[config.mk]
export PLATFORM = sky130hd
export DESIGN_NAME = sacc_top
export DESIGN_NICKNAME = d
export VERILOG_FILES = /design/src/verilog/sacc_pkg.sv /design/src/verilog/sacc_top.sv
export VERILOG_INCLUDE_DIRS = /design/src /design/src/verilog
export SDC_FILE = /design/constraint.sdc
export NUM_CORES = 1
export LEC_CHECK = 0
export BUFFER_PORTS_ARGS = -buffer_cell sky130_fd_sc_hd__buf_2
export CORE_UTILIZATION = 56
export CTS_BUF_LIST = sky130_fd_sc_hd__clkbuf_4 sky130_fd_sc_hd__clkbuf_8 sky130_fd_sc_hd__clkbuf_16
export CTS_CLUSTER_SIZE = 14
export DETAILED_ROUTE_END_ITERATION = 10
export HOLD_SLACK_MARGIN = 0.08
export PLACE_DENSITY = 0.83
export SLEW_MARGIN = 10
export SYNTH_ARGS = -nofsm -noshare
export SYNTH_HDL_FRONTEND = slang
export SYNTH_SLANG_ARGS = --single-unit
[constraint.sdc]
create_clock -name hclk -period 9.1 [get_ports hclk]
set_clock_uncertainty 0.2 [all_clocks]
set_input_delay 0 -clock hclk [delete_from_list [all_inputs] [get_ports hclk]]
set_output_delay 0 -clock hclk [all_outputs]
set_load 0.05 [all_outputs]
[src/verilog/sacc_consts.svh]
`ifndef SACC_CONSTS_SVH
`define SACC_CONSTS_SVH

// Byte offsets of the register words.
`define SACC_OFF_CTRL_A 5'h00
`define SACC_OFF_CTRL_B 5'h04
`define SACC_OFF_CHREF 5'h08
`define SACC_OFF_RES_LO 5'h0C
`define SACC_OFF_RES_HI 5'h10
`define SACC_OFF_TFLAG 5'h14

// Field positions in converter_control_a.
`define SACC_A_EN 7
`define SACC_A_START 6
`define SACC_A_ATE 5
`define SACC_A_DONE 4

// Field positions in channel_reference_control.
`define SACC_C_REF_HI 7
`define SACC_C_REF_LO 6
`define SACC_C_LADJ 5

// Reset values.
`define SACC_RST_PS 3'h0
`define SACC_RST_TS 3'h0
`define SACC_RST_MUX 3'h0
`define SACC_RST_REF 2'h0

// Conversion timing; the _HALF values count half converter clock cycles, the sync depth CPU cycles.
`define SACC_NORM_CYC 13
`define SACC_FIRST_CYC 25
`define SACC_NORM_HALF (2 * `SACC_NORM_CYC)
`define SACC_FIRST_HALF (2 * `SACC_FIRST_CYC)
`define SACC_AUTO_HALF 27
`define SACC_SH_NORM_HALF 3
`define SACC_SH_FIRST_HALF 27
`define SACC_SH_AUTO_HALF 4
`define SACC_TRIG_SYNC 3

`endif

[src/verilog/sacc_pkg.sv]
package sacc_pkg;
    typedef enum logic [1:0] {
        SACC_IDLE = 2'b00,
        SACC_WAIT = 2'b01,
        SACC_CONV = 2'b10
    } sacc_state_t;
endpackage

[src/verilog/sacc_top.sv]
`timescale 1ns/1ps
`default_nettype none
`include "sacc_consts.svh"

// Overview of operation
// - Writing one to the start bit begins a single conversion.
// - Start bit stays set while converting and hardware clears it on completion unless free running.
// - Channel changes during a conversion act only from its last converter cycle.
// - Auto-trigger rising edge resets the prescaler and starts a conversion.
// - Trigger still high at completion, or edges during conversion, start nothing.
// - Trigger flags set even when masked; software clears them before re-trigger.
// - Done flag as trigger gives continuous conversion; software starts the first.
// - Reading the low byte locks results until the high byte is read.
// - Completion flag still sets when a locked result is discarded.
// - Result right-aligned by default, left-aligned when left-adjust is set.
// - Reference and channel reach the converter only while enabled.
// - Prescaler runs while enabled and is held in reset while disabled.
// - Software start begins at the next converter clock rising edge.
// - Normal conversion lasts 13 converter cycles, first one 25.
// - Sample-and-hold at 1.5 cycles normally, 13.5 on the first conversion.
// - Completion writes result, sets done flag, clears start in single mode.
// - Auto-trigger sampling two cycles after edge, plus three CPU sync cycles.
// - Free running restarts at once after completion with start bit held.
// - Start bit works under auto-trigger and reads one during any conversion.
// - Selections pass a holding register frozen during conversion until its last cycle.
// - Auto-triggered conversion lasts 13.5 cycles, sample-and-hold at 2.
module sacc_top
    import sacc_pkg::*;
(
    input wire logic hclk,
    input wire logic hresetn,
    input wire logic ce,
    input wire logic hsel,
    input wire logic [31:0] haddr,
    input wire logic [1:0] htrans,
    input wire logic hwrite,
    input wire logic [2:0] hsize,
    input wire logic [31:0] hwdata,
    input wire logic hready,
    output logic hreadyout,
    output logic hresp,
    output logic [31:0] hrdata,
    input wire logic [7:1] trig_event,
    input wire logic [9:0] analog_result,
    output logic analog_enable,
    output logic sample_hold,
    output logic [2:0] channel_out,
    output logic [1:0] reference_out
);

    // Half period of the converter clock in CPU cycles; the smallest divider is two.
    function automatic logic [6:0] half_period(input logic [2:0] ps);
        half_period = (ps <= 3'h1) ? 7'h01 : 7'(7'h01 << (ps - 3'h1));
    endfunction

    function automatic logic [5:0] conv_len(input logic first, input logic auto_c);
        conv_len = first ? 6'(`SACC_FIRST_HALF) : (auto_c ? 6'(`SACC_AUTO_HALF) : 6'(`SACC_NORM_HALF));
    endfunction

    function automatic logic [5:0] sh_point(input logic first, input logic auto_c);
        sh_point = first ? 6'(`SACC_SH_FIRST_HALF) : (auto_c ? 6'(`SACC_SH_AUTO_HALF) : 6'(`SACC_SH_NORM_HALF));
    endfunction

    function automatic logic [15:0] align(input logic [9:0] r, input logic ladj);
        align = ladj ? {r, 6'h00} : {6'h00, r};
    endfunction

    sacc_state_t st_q, st_d;
    logic en_q, en_d, start_q, start_d, ate_q, ate_d, done_q, done_d;
    logic [2:0] ps_q, ps_d, ts_q, ts_d, mux_q, mux_d, hmux_q, hmux_d;
    logic [1:0] ref_q, ref_d, href_q, href_d;
    logic ladj_q, ladj_d, lock_q, lock_d;
    logic [9:0] res_q, res_d;
    logic [7:1] tflag_q, tflag_d;
    logic trig_prev_q, trig_prev_d;
    logic [`SACC_TRIG_SYNC-1:0] sync_q, sync_d;
    logic [6:0] presc_q, presc_d;
    logic phase_q, phase_d, first_q, first_d, auto_q, auto_d, sh_q, sh_d;
    logic [5:0] hcnt_q, hcnt_d;
    logic wr_q, wr_d, rdy_q;
    logic [4:0] waddr_q, waddr_d;
    logic [31:0] rdata_q, rdata_d;

    logic tick, rise, trig_sig, trig_edge, free_run, done_ev, track, addr_ok, rd_lo, rd_hi;
    logic [15:0] al;

    assign tick = (presc_q == half_period(ps_q) - 7'h01);
    assign rise = tick && !phase_q;
    assign free_run = ate_q && (ts_q == 3'h0);
    assign trig_sig = (ts_q == 3'h0) ? done_q : tflag_q[ts_q];
    assign done_ev = ce && (st_q == SACC_CONV) && tick && (hcnt_q == conv_len(first_q, auto_q) - 6'h01);
    assign track = (st_q != SACC_CONV) || (hcnt_q >= conv_len(first_q, auto_q) - 6'h02);
    assign addr_ok = hsel && hready && htrans[1] && ce;
    assign rd_lo = addr_ok && !hwrite && (haddr[4:0] == `SACC_OFF_RES_LO);
    assign rd_hi = addr_ok && !hwrite && (haddr[4:0] == `SACC_OFF_RES_HI);
    assign al = align(res_q, ladj_q);
    // Edge seen only outside a conversion; a level held at completion is no new edge.
    assign trig_edge = ate_q && (ts_q != 3'h0) && trig_sig && !trig_prev_q;

    always_comb begin
        st_d = st_q;
        en_d = en_q;
        start_d = start_q;
        ate_d = ate_q;
        done_d = done_q;
        ps_d = ps_q;
        ts_d = ts_q;
        mux_d = mux_q;
        ref_d = ref_q;
        ladj_d = ladj_q;
        hmux_d = hmux_q;
        href_d = href_q;
        lock_d = lock_q;
        res_d = res_q;
        tflag_d = tflag_q;
        trig_prev_d = trig_sig;
        sync_d = {sync_q[`SACC_TRIG_SYNC-2:0], 1'b0};
        presc_d = tick ? 7'h00 : presc_q + 7'h01;
        phase_d = tick ? !phase_q : phase_q;
        first_d = first_q;
        auto_d = auto_q;
        sh_d = 1'b0;
        hcnt_d = hcnt_q;
        wr_d = addr_ok && hwrite;
        waddr_d = haddr[4:0];
        rdata_d = 32'h0000_0000;
        if (addr_ok && !hwrite) begin
            unique case (haddr[4:0])
                `SACC_OFF_CTRL_A: rdata_d = {24'h000000, en_q, start_q, ate_q, done_q, 1'b0, ps_q};
                `SACC_OFF_CTRL_B: rdata_d = {29'h00000000, ts_q};
                `SACC_OFF_CHREF: rdata_d = {24'h000000, ref_q, ladj_q, 2'b00, mux_q};
                `SACC_OFF_RES_LO: rdata_d = {24'h000000, al[7:0]};
                `SACC_OFF_RES_HI: rdata_d = {24'h000000, al[15:8]};
                `SACC_OFF_TFLAG: rdata_d = {24'h000000, tflag_q, 1'b0};
                default: rdata_d = 32'h0000_0000;
            endcase
        end
        if (rd_lo) begin
            lock_d = 1'b1;
        end
        if (rd_hi) begin
            lock_d = 1'b0;
        end
        // Data phase of a write; clearing writes come before hardware sets so the set wins.
        if (wr_q) begin
            unique case (waddr_q)
                `SACC_OFF_CTRL_A: begin
                    en_d = hwdata[`SACC_A_EN];
                    ate_d = hwdata[`SACC_A_ATE];
                    ps_d = hwdata[2:0];
                    if (hwdata[`SACC_A_DONE]) begin
                        done_d = 1'b0;
                    end
                    if (hwdata[`SACC_A_START] && hwdata[`SACC_A_EN] && st_q == SACC_IDLE) begin
                        start_d = 1'b1;
                        st_d = SACC_WAIT;
                    end
                end
                `SACC_OFF_CTRL_B: ts_d = hwdata[2:0];
                `SACC_OFF_CHREF: begin
                    ref_d = hwdata[`SACC_C_REF_HI:`SACC_C_REF_LO];
                    ladj_d = hwdata[`SACC_C_LADJ];
                    mux_d = hwdata[2:0];
                end
                `SACC_OFF_TFLAG: tflag_d = tflag_q & ~hwdata[7:1];
                default: begin
                end
            endcase
        end
        tflag_d = tflag_d | trig_event;
        if (en_d && !en_q) begin
            first_d = 1'b1;
        end
        if (track && en_q) begin
            hmux_d = mux_q;
            href_d = ref_q;
        end
        if (trig_edge && st_q == SACC_IDLE) begin
            sync_d[0] = 1'b1;
        end
        unique case (st_q)
            SACC_IDLE: begin
                if (sync_q[`SACC_TRIG_SYNC-1] && ate_q) begin
                    presc_d = 7'h00;
                    phase_d = 1'b1;
                    hcnt_d = 6'h00;
                    auto_d = 1'b1;
                    start_d = 1'b1;
                    st_d = SACC_CONV;
                end
            end
            SACC_WAIT: begin
                if (rise) begin
                    hcnt_d = 6'h00;
                    auto_d = 1'b0;
                    st_d = SACC_CONV;
                end
            end
            SACC_CONV: begin
                if (tick) begin
                    hcnt_d = hcnt_q + 6'h01;
                    if (hcnt_q == sh_point(first_q, auto_q) - 6'h01) begin
                        sh_d = 1'b1;
                    end
                end
                if (done_ev) begin
                    done_d = 1'b1;
                    first_d = 1'b0;
                    if (!lock_q) begin
                        res_d = analog_result;
                    end
                    if (free_run) begin
                        hcnt_d = 6'h00;
                        auto_d = 1'b0;
                    end else begin
                        start_d = 1'b0;
                        st_d = SACC_IDLE;
                    end
                end
            end
            default: st_d = SACC_IDLE;
        endcase
        if (!en_d) begin
            presc_d = 7'h00;
            phase_d = 1'b0;
            st_d = SACC_IDLE;
            start_d = 1'b0;
            sync_d = '0;
        end
    end

    always_ff @(posedge hclk or negedge hresetn) begin
        if (!hresetn) begin
            st_q <= SACC_IDLE;
            en_q <= 1'b0;
            start_q <= 1'b0;
            ate_q <= 1'b0;
            done_q <= 1'b0;
            ps_q <= `SACC_RST_PS;
            ts_q <= `SACC_RST_TS;
            mux_q <= `SACC_RST_MUX;
            ref_q <= `SACC_RST_REF;
            ladj_q <= 1'b0;
            hmux_q <= `SACC_RST_MUX;
            href_q <= `SACC_RST_REF;
            lock_q <= 1'b0;
            res_q <= 10'h000;
            tflag_q <= 7'h00;
            trig_prev_q <= 1'b0;
            sync_q <= '0;
            presc_q <= 7'h00;
            phase_q <= 1'b0;
            first_q <= 1'b0;
            auto_q <= 1'b0;
            sh_q <= 1'b0;
            hcnt_q <= 6'h00;
            wr_q <= 1'b0;
            waddr_q <= 5'h00;
            rdata_q <= 32'h0000_0000;
            rdy_q <= 1'b0;
        end else if (ce) begin
            st_q <= st_d;
            en_q <= en_d;
            start_q <= start_d;
            ate_q <= ate_d;
            done_q <= done_d;
            ps_q <= ps_d;
            ts_q <= ts_d;
            mux_q <= mux_d;
            ref_q <= ref_d;
            ladj_q <= ladj_d;
            hmux_q <= hmux_d;
            href_q <= href_d;
            lock_q <= lock_d;
            res_q <= res_d;
            tflag_q <= tflag_d;
            trig_prev_q <= trig_prev_d;
            sync_q <= sync_d;
            presc_q <= presc_d;
            phase_q <= phase_d;
            first_q <= first_d;
            auto_q <= auto_d;
            sh_q <= sh_d;
            hcnt_q <= hcnt_d;
            wr_q <= wr_d;
            waddr_q <= waddr_d;
            rdata_q <= rdata_d;
            rdy_q <= 1'b1;
        end
    end

    // The slave never inserts wait states, so hreadyout is low only from reset until the first cycle with ce high.
    assign hreadyout = rdy_q;
    assign hresp = 1'b0;
    assign hrdata = rdata_q;
    assign analog_enable = en_q;
    assign sample_hold = sh_q;
    assign channel_out = hmux_q;
    assign reference_out = href_q;

    a_busy_bit: assert property (@(posedge hclk) disable iff (!hresetn)
        st_q == SACC_CONV |-> start_q) else $error("start bit low during conversion");
    a_done_flag: assert property (@(posedge hclk) disable iff (!hresetn)
        done_ev |=> done_q) else $error("done flag not set at completion");
    a_single_clear: assert property (@(posedge hclk) disable iff (!hresetn)
        done_ev && !free_run |=> !start_q && st_q == SACC_IDLE) else $error("start bit not cleared");
    a_free_restart: assert property (@(posedge hclk) disable iff (!hresetn)
        done_ev && free_run && en_q |=> start_q && st_q == SACC_CONV && hcnt_q == 6'h00)
        else $error("free run did not restart");
    a_lock_hold: assert property (@(posedge hclk) disable iff (!hresetn)
        lock_q |=> $stable(res_q)) else $error("result changed while locked");
    a_presc_off: assert property (@(posedge hclk) disable iff (!hresetn)
        ce && !en_q && !en_d |=> presc_q == 7'h00 && !phase_q) else $error("prescaler ran while disabled");
    a_hold_frozen: assert property (@(posedge hclk) disable iff (!hresetn)
        !track && ce |=> $stable(hmux_q) && $stable(href_q)) else $error("selection moved mid conversion");
    a_sample_norm: assert property (@(posedge hclk) disable iff (!hresetn)
        ce && st_q == SACC_CONV && tick && !first_q && !auto_q && hcnt_q == 6'h02 |=> sample_hold)
        else $error("normal sample point missed");
    a_wait_edge: assert property (@(posedge hclk) disable iff (!hresetn)
        st_q == SACC_WAIT && ce && !rise && en_d |=> st_q == SACC_WAIT) else $error("start before clock edge");

    // Timing checks use literal counts so that a slip in the length functions is caught.
    a_wait_start: assert property (@(posedge hclk) disable iff (!hresetn)
        st_q == SACC_WAIT && ce && rise && en_d |=> st_q == SACC_CONV && hcnt_q == 6'h00)
        else $error("conversion did not begin on clock edge");
    a_conv_length: assert property (@(posedge hclk) disable iff (!hresetn)
        done_ev |-> (first_q ? hcnt_q == 6'h31 : (auto_q ? hcnt_q == 6'h1A : hcnt_q == 6'h19)))
        else $error("conversion length wrong");
    a_sample_first: assert property (@(posedge hclk) disable iff (!hresetn)
        ce && st_q == SACC_CONV && tick && first_q && hcnt_q == 6'h1A |=> sample_hold)
        else $error("first sample point missed");
    a_sample_auto: assert property (@(posedge hclk) disable iff (!hresetn)
        ce && st_q == SACC_CONV && tick && !first_q && auto_q && hcnt_q == 6'h03 |=> sample_hold)
        else $error("auto sample point missed");
    a_en_first: assert property (@(posedge hclk) disable iff (!hresetn)
        ce && en_d && !en_q |=> first_q)
        else $error("first conversion not marked");

    // Trigger path: the three sync stages must start exactly one conversion per edge.
    a_auto_start: assert property (@(posedge hclk) disable iff (!hresetn)
        ce && en_d && ate_q && st_q == SACC_IDLE && sync_q[`SACC_TRIG_SYNC-1] |=>
        st_q == SACC_CONV && start_q && presc_q == 7'h00)
        else $error("trigger did not start conversion");
    a_edge_ignored: assert property (@(posedge hclk) disable iff (!hresetn)
        ce && st_q == SACC_CONV |=> !sync_q[0])
        else $error("trigger edge taken mid conversion");
    a_tflag_sticky: assert property (@(posedge hclk) disable iff (!hresetn)
        ce |=> (tflag_q & $past(trig_event)) == $past(trig_event))
        else $error("trigger flag not set");

    // Result and selection paths.
    a_lock_set: assert property (@(posedge hclk) disable iff (!hresetn)
        rd_lo |=> lock_q)
        else $error("low byte read did not lock");
    a_result_load: assert property (@(posedge hclk) disable iff (!hresetn)
        done_ev && !lock_q |=> res_q == $past(analog_result))
        else $error("result not written at completion");
    a_hold_off: assert property (@(posedge hclk) disable iff (!hresetn)
        ce && !en_q |=> $stable(hmux_q) && $stable(href_q))
        else $error("selection applied while disabled");
    a_off_idle: assert property (@(posedge hclk) disable iff (!hresetn)
        ce && !en_d |=> !start_q && st_q == SACC_IDLE)
        else $error("converter active while disabled");

endmodule
`default_nettype wire

# Word level (Yosys, flattened, before mapping)
# Cells that the tools add are included.
[word_totals]
reg_bits = 101
input_bits = 92
[op_classes]
n_mux = 66
n_bitwise = 4
n_eq_ne = 18
reduce_logical = 41
shifts = 1
n_addsub = 7
order_cmp = 3
[ops]
columns = ["cell", "count"]
rows = [
  ["two-way mux 7 bit", 7],
  ["one-hot mux 8 bit (6 select lines)", 1],
  ["two-way mux 6 bit", 6],
  ["two-way mux 1 bit", 34],
  ["two-way mux 32 bit", 1],
  ["logical AND 1 bit", 21],
  ["one-hot mux 6 bit (3 select lines)", 1],
  ["two-way mux 16 bit", 1],
  ["two-way mux 2 bit", 8],
  ["equality test 5 x 4 -> 1 bit, second input constant", 3],
  ["equality test 5 bit, second input constant", 3],
  ["equality test 6 bit", 2],
  ["equality test 5 x 3 -> 1 bit, second input constant", 2],
  ["zero test 5 bit", 2],
  ["AND reduction 3 bit", 3],
  ["!= test 2 bit, second input constant", 4],
  ["AND reduction 4 bit", 2],
  ["adder 7 x 1 -> 7 bit, second input constant", 1],
  ["bitwise AND 7 bit", 1],
  ["equality test 7 bit", 1],
  ["NOT 7 bit", 1],
  ["bitwise OR 7 bit", 1],
  ["left shift 1 x 3 -> 7 bit, first input constant", 1],
  ["subtractor 7 x 1 -> 7 bit, second input constant", 1],
  ["other kinds (26)", 32],
]

# Logic depth before layout (Yosys ltp)
# Gate-level depths: netlist (run 1).
[logic_depth]
word_depth = 10
depth_mapped = 16
ltp_nobuf = 15

# Worst setup path before layout (run 1)
# Ideal clock, no wire load.
[synth_timing]
kind = "reg2reg"
from = "register ps_q[1]"
to = "register hcnt_q[4]"
required_time_ns = 8.835
stages_incl_launch_ff = 16
setup_slack_ns = 4.872
period_less_slack_ns = 4.228
arrival_time_ns = 3.963
path_buffers = 1
setup_ns = 0.065
path_cell_list = "dfrtp_1 -> buf_2 -> or2_2 -> ha_1 -> xnor2_1 -> and3b_1 -> or4_4 -> or3_4 -> inv_6 -> ha_1 -> nor2b_1 -> a2111oi_0 -> o31ai_1 -> nor4_1 -> nor4b_1 -> a211o_1"
[synth_via]
elab_chain_cells = 9
word_cells_on_any_way = 15
[synth_lines]
columns = ["item", "line_no", "rtl"]
rows = [
  ["start, declared", "sacc_top.sv:70", "logic [2:0] ps_q, ps_d, ts_q, ts_d, mux_q, mux_d, hmux_q, hmux_d;"],
  ["start signal, assigned", "sacc_top.sv:239", "ps_q <= `SACC_RST_PS;"],
  ["start signal, assigned", "sacc_top.sv:267", "ps_q <= ps_d;"],
  ["subtractor 3 x 1 -> 3 bit", "sacc_top.sv:53", "half_period = (ps <= 3'h1) ? 7'h01 : 7'(7'h01 << (ps - 3'h1));"],
  ["left shift 1 x 3 -> 7 bit", "sacc_top.sv:53", ""],
  ["two-way mux 7 bit *", "sacc_top.sv:53", ""],
  ["subtractor 7 x 1 -> 7 bit *", "sacc_top.sv:87", "assign tick = (presc_q == half_period(ps_q) - 7'h01);"],
  ["equality test 7 bit *", "sacc_top.sv:87", ""],
  ["two-way mux 6 bit or logical AND 1 bit (tied branches)", "sacc_top.sv:200, sacc_top.sv:91", ""],
  ["two-way mux 6 bit or logical AND 1 bit (tied branches)", "sacc_top.sv:212, sacc_top.sv:91", ""],
  ["two-way mux 6 bit", "sacc_top.sv:206", "if (done_ev) begin"],
  ["one-hot mux 6 bit (3 select lines)", "sacc_top.sv:181", "unique case (st_q)"],
  ["end signal, assigned", "sacc_top.sv:284", "hcnt_q <= hcnt_d;"],
  ["end, declared", "sacc_top.sv:79", "logic [5:0] hcnt_q, hcnt_d;"],
]
# Every way passes the cells marked *; elsewhere a longest branch is shown, timed or not.
# A chain may end at the register's enable or synchronous reset.

# Final worst setup path (run 1)
# Ends and elaborated chain as after synthesis.

==> metrics.txt, run 1 <==
first-pass GRT wire length 18.13 mm; cell taking the most area after synthesis dfrtp_1; post-synth design cell area 4443 um2; initial antenna violation count 0; vias in the first global route 3674; Remaining DRCs 0; Leak 2.443 nW; grt ovf 0; wire length on met1 4.510 mm; Clock Sinks 77; slack of the critical path 4.116 ns; Max Buffers Root-to-Sink 2; final HPWL from detailed placement 7.069 mm; post-DR vias/cell 6.056; post-CTS resize count 0; Seq/Total Area, Yosys 0.4337; CTS buffer count 9; met2 WL 5.333 mm; average cell area after synthesis 10.33 um2; CTS tree yes; data required time at the worst endpoint 9.20 ns; Crit Path Category reg2reg; DIE AREA 8294 um2; via count 3761; total of max-cap violations 0; routability cong. 0.8567; maximum VDD drop 0.08712 mV; RSZ-0062 raised after global routing false; Die W 91.07 um; final setup fails 0; Area contributors post-synth dfrtp_1 43%, mux2_2 6.6%, buf_4 4.2%; worst rel slew slack 0.2817; Port Buf Inserts 52; final worst path period need 4.984 ns; Worst setup EP type flip-flop; Synth Instances 430; largest net degree at the start of global routing 78; Final period util 0.5477; H-tree Lvls 3; outcome finished, final reports clean; WHS 0.09558 ns; GRT Overall Usage 0.2789; Synth warnings 0; Unique masters post-synth 63; #FFs+latches synth 77; clock root buffer clkbuf_8; commonest non-fill, non-tap cells in the layout 77 x dfrtp_1, 51 x buf_2, 42 x dlygate4sd3_1; post-synth top area share 0.4337; Setup WS pre-CTS 4.208 ns; diodes inserted 0; WL met3 823 um; adder-cell share of the synthesized area 0.03098; crit-path max FO 15; total wire length 10.98 mm; DR pass1 iterations 5; xor and xnor area share after synthesis 0.01774; Final Hold Fails 0; area delta synth->final 18.11%; Finished Core Util 0.6826; Top FF cell, synth dfrtp_1; total power 939.9 uW; mux cell area share after synthesis 0.1160; core area 7687 um2; max layer used met4; Critical Path Slowest Stage Cell nor4_1; Final TNS setup 0 ns; critical-path cell list or2_2, ha_1, xnor2_1, a31oi_1, or4_4, or3_4, inv_6, ha_1, nor2b_1, a2111oi_0, o31ai_1, nor4_1, nor4b_1, a211o_1; layout cells sized above 1 0.2235; Hold/Removal Path Class in2async; most frequent CP cell ha_1; max-slew violation count 0; Initial Util 0.5780; Cell Pwr Density 179.1 nW/um2; Max stage delay on crit path 0.78 ns; reg2reg start ps_q[1]; Fmax achieved 0.2006 GHz; Nets 617; row cnt 32; CP Launch Point ps_q[1]; FFs w/ async S/R, synth 1.000; DRT iter0 DRCs 400; Die H 91.07 um; drt wl/cell 17.68 um; clk_lat worst skew 0.36 ns; I/O pin cnt 133; post-route antenna net violation count 0; largest family of logic cells by synthesized area compound AO/OA/AOI/OAI gates; worst endpoint data arrival time 5.08 ns; CP Launch Type flip-flop; Synth Area in Simple Gates 0.1600; clk slew on worst S/H paths 0.09 ns; Post-synth EDFFs 0; post-synthesis compound-gate area fraction 0.1653; Worst Max-Slew Pin Slew 1.068 ns; commonest non-fill, non-tap cell in the layout dfrtp_1
worst paths after layout:
path / to / slack, ns / cells past startpoint
worst max register to register: hcnt_q[4] / 4.12 / 14
min in group hclk: res_q[5] / 0.20 / 3
worst min register to register: hreadyout / 0.26 / 1
worst min-delay path: sample_hold / 0.1 / 2
worst max-delay path: hcnt_q[4] / 4.12 / 14
max in group asynchronous: waddr_q[0] / 7.96 / 2
area by class of cell:
cell class	instances	area, um2
clock buffers	9	123.9
clock inverters	7	57.56
fillers	568	2440
inverters	12	50.05
multi-input cells	319	2271
flip-flops and latches	77	1927
well taps	102	127.6
repair buffers	95	690.7
flip-flops by register name, summed over array words and instances (netlist names), 2 cells and up:
register       flops
res_q             10
hrdata             8
presc_q            7
tflag_q            7
hcnt_q             6
waddr_q            5
channel_out        3
mux_q              3
ps_q               3
sync_q             3
ts_q               3
ref_q              2
reference_out      2
st_q               2
per-layer routing:
| layer | global-route usage | vias up |
|---|---|---|
| met5 | 0 | - |
| met4 | 0.1323 | 0 |
| met3 | 0.05528 | 33 |
| met2 | 0.4457 | 186 |
| met1 | 0.3652 | 1826 |
| li1 | - | 1716 |
report_power, final:
group	leakage, nW	switching, mW	internal [mW]	total [mW]
Sequential	0.999	0.0401	0.372	0.412
Combinational	1.36	0.176	0.106	0.282
Clock	0.0829	0.144	0.102	0.246
worst max-delay path, delay by kind of cell, from the launching register on:
family / cells / cell delay [ns]
simple gates: 6 / 2.53
compound gates: 4 / 0.88
flops: 1 / 0.53
fa+ha+maj: 2 / 0.44
xor+xnor: 1 / 0.24
buf+inv: 1 / 0.12
kinds of logic (layout without fill, tap and decap cells):
group / count (synthesis) / in the layout
and+or+nand+nor: 129 / 129
AOI/OAI and AO/OA: 103 / 103
DFF: 77 / 77
buffers and inverters: 58 / 123
muxes: 42 / 42
adders and majority gates: 11 / 11
xor gates and xnor gates: 9 / 9
other: 1 / 25
metrics by stage:
step / cells / area [um2]
2_1_floorplan: 454 / 4533
3_3_place_gp: 563 / 4646
3_5_place_dp: 563 / 4646
4_1_cts: 621 / 5248
5_1_grt: 621 / 5248
6_report: 621 / 5248
cells in the mapped netlist, types with 6 or more instances:
cell	instances
a21o_1	6
a21oi_1	21
a22o_1	12
buf_4	25
clkbuf_1	16
dfrtp_1	77
ha_1	11
inv_1	10
mux2_2	26
mux2_4	10
nand2_1	35
nand3_1	18
nor2_1	17
nor3_1	10
nor3b_1	6
o21ai_0	17
o2bb2ai_1	11
what timing repair did:
action | in CTS | in global routing
setup buffers | 0 | 0
hold buffers | 42 | 0
endpoints found under the setup margin | 0 | 0
endpoints found under the hold margin | 126 | 0
Note: power is estimated with default switching activity, not from simulation.
==> inputs of run 2 (changes only) <==
--- a/config.mk
+++ b/config.mk
@@ -7,12 +7,12 @@
 export NUM_CORES = 1
 export LEC_CHECK = 0
 export BUFFER_PORTS_ARGS = -buffer_cell sky130_fd_sc_hd__buf_2
-export CORE_UTILIZATION = 56
+export CORE_UTILIZATION = 47
 export CTS_BUF_LIST = sky130_fd_sc_hd__clkbuf_4 sky130_fd_sc_hd__clkbuf_8 sky130_fd_sc_hd__clkbuf_16
 export CTS_CLUSTER_SIZE = 14
 export DETAILED_ROUTE_END_ITERATION = 10
 export HOLD_SLACK_MARGIN = 0.08
-export PLACE_DENSITY = 0.83
+export PLACE_DENSITY = 0.74
 export SLEW_MARGIN = 10
 export SYNTH_ARGS = -nofsm -noshare
 export SYNTH_HDL_FRONTEND = slang
==> constraint.sdc (replaced) <==
create_clock -name hclk -period 4 [get_ports hclk]
set_clock_uncertainty 0.2 [all_clocks]
set_input_delay 0 -clock hclk [delete_from_list [all_inputs] [get_ports hclk]]
set_output_delay 0 -clock hclk [all_outputs]
set_load 0.05 [all_outputs]
==> run 2 against run 1 <==
Against the previous run:
- combinational power grew to 2.6 times the previous value
- sequential share of layout area is 1.5 points lower
- setup slack worse by 3.8 ns
- non-clock buffer count is 17 higher
- flip-flop and latch count stayed put
- hold slack better by 0.030 ns
- via count is 1.1% lower
- count of clock-buffer cells in the layout is 1 higher
- largest power group unchanged
- highest routed layer unchanged
==> metrics.txt, run 2 (same netlist as run 1, synthesis figures left out) <==
critical-path cell list buf_4, nor2_1, nand2_1, ha_4, xnor2_2, and3b_1, or4_4, or3_4, inv_6, ha_1, nor2b_1, a2111oi_2, o31ai_1, nor4_2, buf_4, nand4b_1, o211ai_1; GRT Overall Usage 0.2387; Nets 634; clk_lat worst skew 0.35 ns; DR pass1 iterations 4; combinational power share 0.316; CP delay by family, top simple AND/OR/NAND/NOR gates; outcome finished, final reports clean; diodes inserted 0; CP Launch Type flip-flop; Fmax achieved 0.2726 GHz; max FFs per register 10; Cell Pwr Density 424.0 nW/um2; layout cells sized above 1 0.2519; Final period util 0.9170; total of max-cap violations 0; Remaining DRCs 0; Placed Area 4736 um2; Psw 813.9 uW; maximum VDD drop 0.2453 mV; Final Hold Fails 0; RSZ-0062 raised after global routing false; clock network power share 0.283; Die W 99.23 um; Clock Sinks 77; initial antenna violation count 0; register share of total power 0.402; final worst path period need 3.668 ns; fin area 5473 um2; CTS tree yes; max-slew violation count 0; area delta synth->final 23.18%; post-route antenna net violation count 0; commonest non-fill, non-tap cell in the layout dfrtp_1; first-pass GRT wire length 18.40 mm; clock root buffer clkbuf_8; total power 2.320 mW; Max Buffers Root-to-Sink 2; most frequent CP cell buf_4; largest reg by FF count res_q; core area 9196 um2; register area 1927 um2; sw frac 0.3508; Max stage delay on crit path 0.50 ns; H-tree Lvls 3; routability cong. 0.8853; data required time at the worst endpoint 4.07 ns; DIE AREA 9846 um2; Hold/Removal Path Class in2async; Critical Path Slowest Stage Cell or4_4; clk slew on worst S/H paths 0.09 ns; Setup WS pre-CTS 0.03582 ns; Worst Max-Slew Pin Slew 1.105 ns; vias in the first global route 3683; Die H 99.23 um; I/O pin cnt 133; multi-input logic area 2312 um2; worst endpoint data arrival time 3.73 ns; CTS buffer count 9; fillcell total 749; total wire length 11.16 mm; Final TNS setup 0 ns; crit-path max FO 4; final setup fails 0; final HPWL from detailed placement 7.430 mm; Leak 2.564 nW; Buf/Inv on CP 3; commonest non-fill, non-tap cells in the layout 77 x dfrtp_1, 51 x buf_2, 45 x dlygate4sd3_1; drt wl/cell 17.25 um; Pint 1.506 mW; grt ovf 0; Crit Path Category reg2reg; DRT iter0 DRCs 222; largest net degree at the start of global routing 78; slack of the critical path 0.3318 ns; Worst setup EP type flip-flop; Port Buf Inserts 52; row cnt 35; Initial Util 0.4831; via count 3719; worst rel slew slack 0.2563; post-DR vias/cell 5.748
==> run 2: changes by cell type in the layout (fill, tap and decap cells not counted), sizes merged <==
cell,before,now
bufinv,0,2
buf,53,67
clkinv,2,5
clkinvlp,3,0
dlygate4sd3,42,45
clkbuf,9,10
inv,14,11
==> run 2: path summary, 6_finish.rpt <==
path | start | endpoint | slack (ns) | cells after the start
max | ps_q[2] | hcnt_q[3] | 0.33 | 17
min | hresetn | hcnt_q[2] | 0.13 | 2
max reg2reg | ps_q[2] | hcnt_q[3] | 0.33 | 17
min reg2reg | hreadyout | hreadyout | 0.28 | 1
max in group asynchronous | hresetn | hcnt_q[3] | 2.84 | 2
min in group hclk | analog_result[9] | res_q[9] | 0.21 | 3
==> run 2: per-stage QoR <==
step	util	hold WS [ns]	std cells
6_report	0.5951	0.1259	647
3_3_place_gp	0.5150	0.009215	580
3_5_place_dp	0.5150	0.01862	580
5_1_grt	0.5951	0.2210	647
4_1_cts	0.5951	0.1995	647
2_1_floorplan	-	-0.4956	454
==> run 2: power by group through the flow <==
| stage | Sequential (mW) | Combinational [mW] | Clock, mW |
|---|---|---|---|
| 2_1_floorplan | 0.939 | 0.489 | 0 |
| 5_1_grt | 0.946 | 0.797 | 0.703 |
| 3_5_place_dp | 0.946 | 0.657 | 0 |
| 4_1_cts | 0.931 | 0.726 | 0.662 |
| 3_3_place_gp | 0.941 | 0.636 | 0 |
| 6_report | 0.932 | 0.732 | 0.656 |
==> run 2: what timing repair did <==
item,CTS,global route
cloned,0,0
endpoints found under the hold margin,124,0
buffers inserted,6,0
endpoints found under the setup margin,1,6
hold buffers,45,0
pin swaps,5,4
gates resized for setup,4,0
==> run 2: metal layers <==
layer  GRT usage  part of all wire
met5           0                 0
met4     0.06222             0.014
met3     0.04287             0.051
met2      0.4065              0.50
met1      0.3156              0.43
==> run 2: cell type report <==
cell class | count | share of cell area
multi-input cells | 319 | 0.4225
flip-flops and latches | 77 | 0.3521
repair buffers | 112 | 0.1509
well taps | 111 | 0.02538
clock buffers | 10 | 0.02401
clock inverters | 6 | 0.01600
inverters | 12 | 0.009145
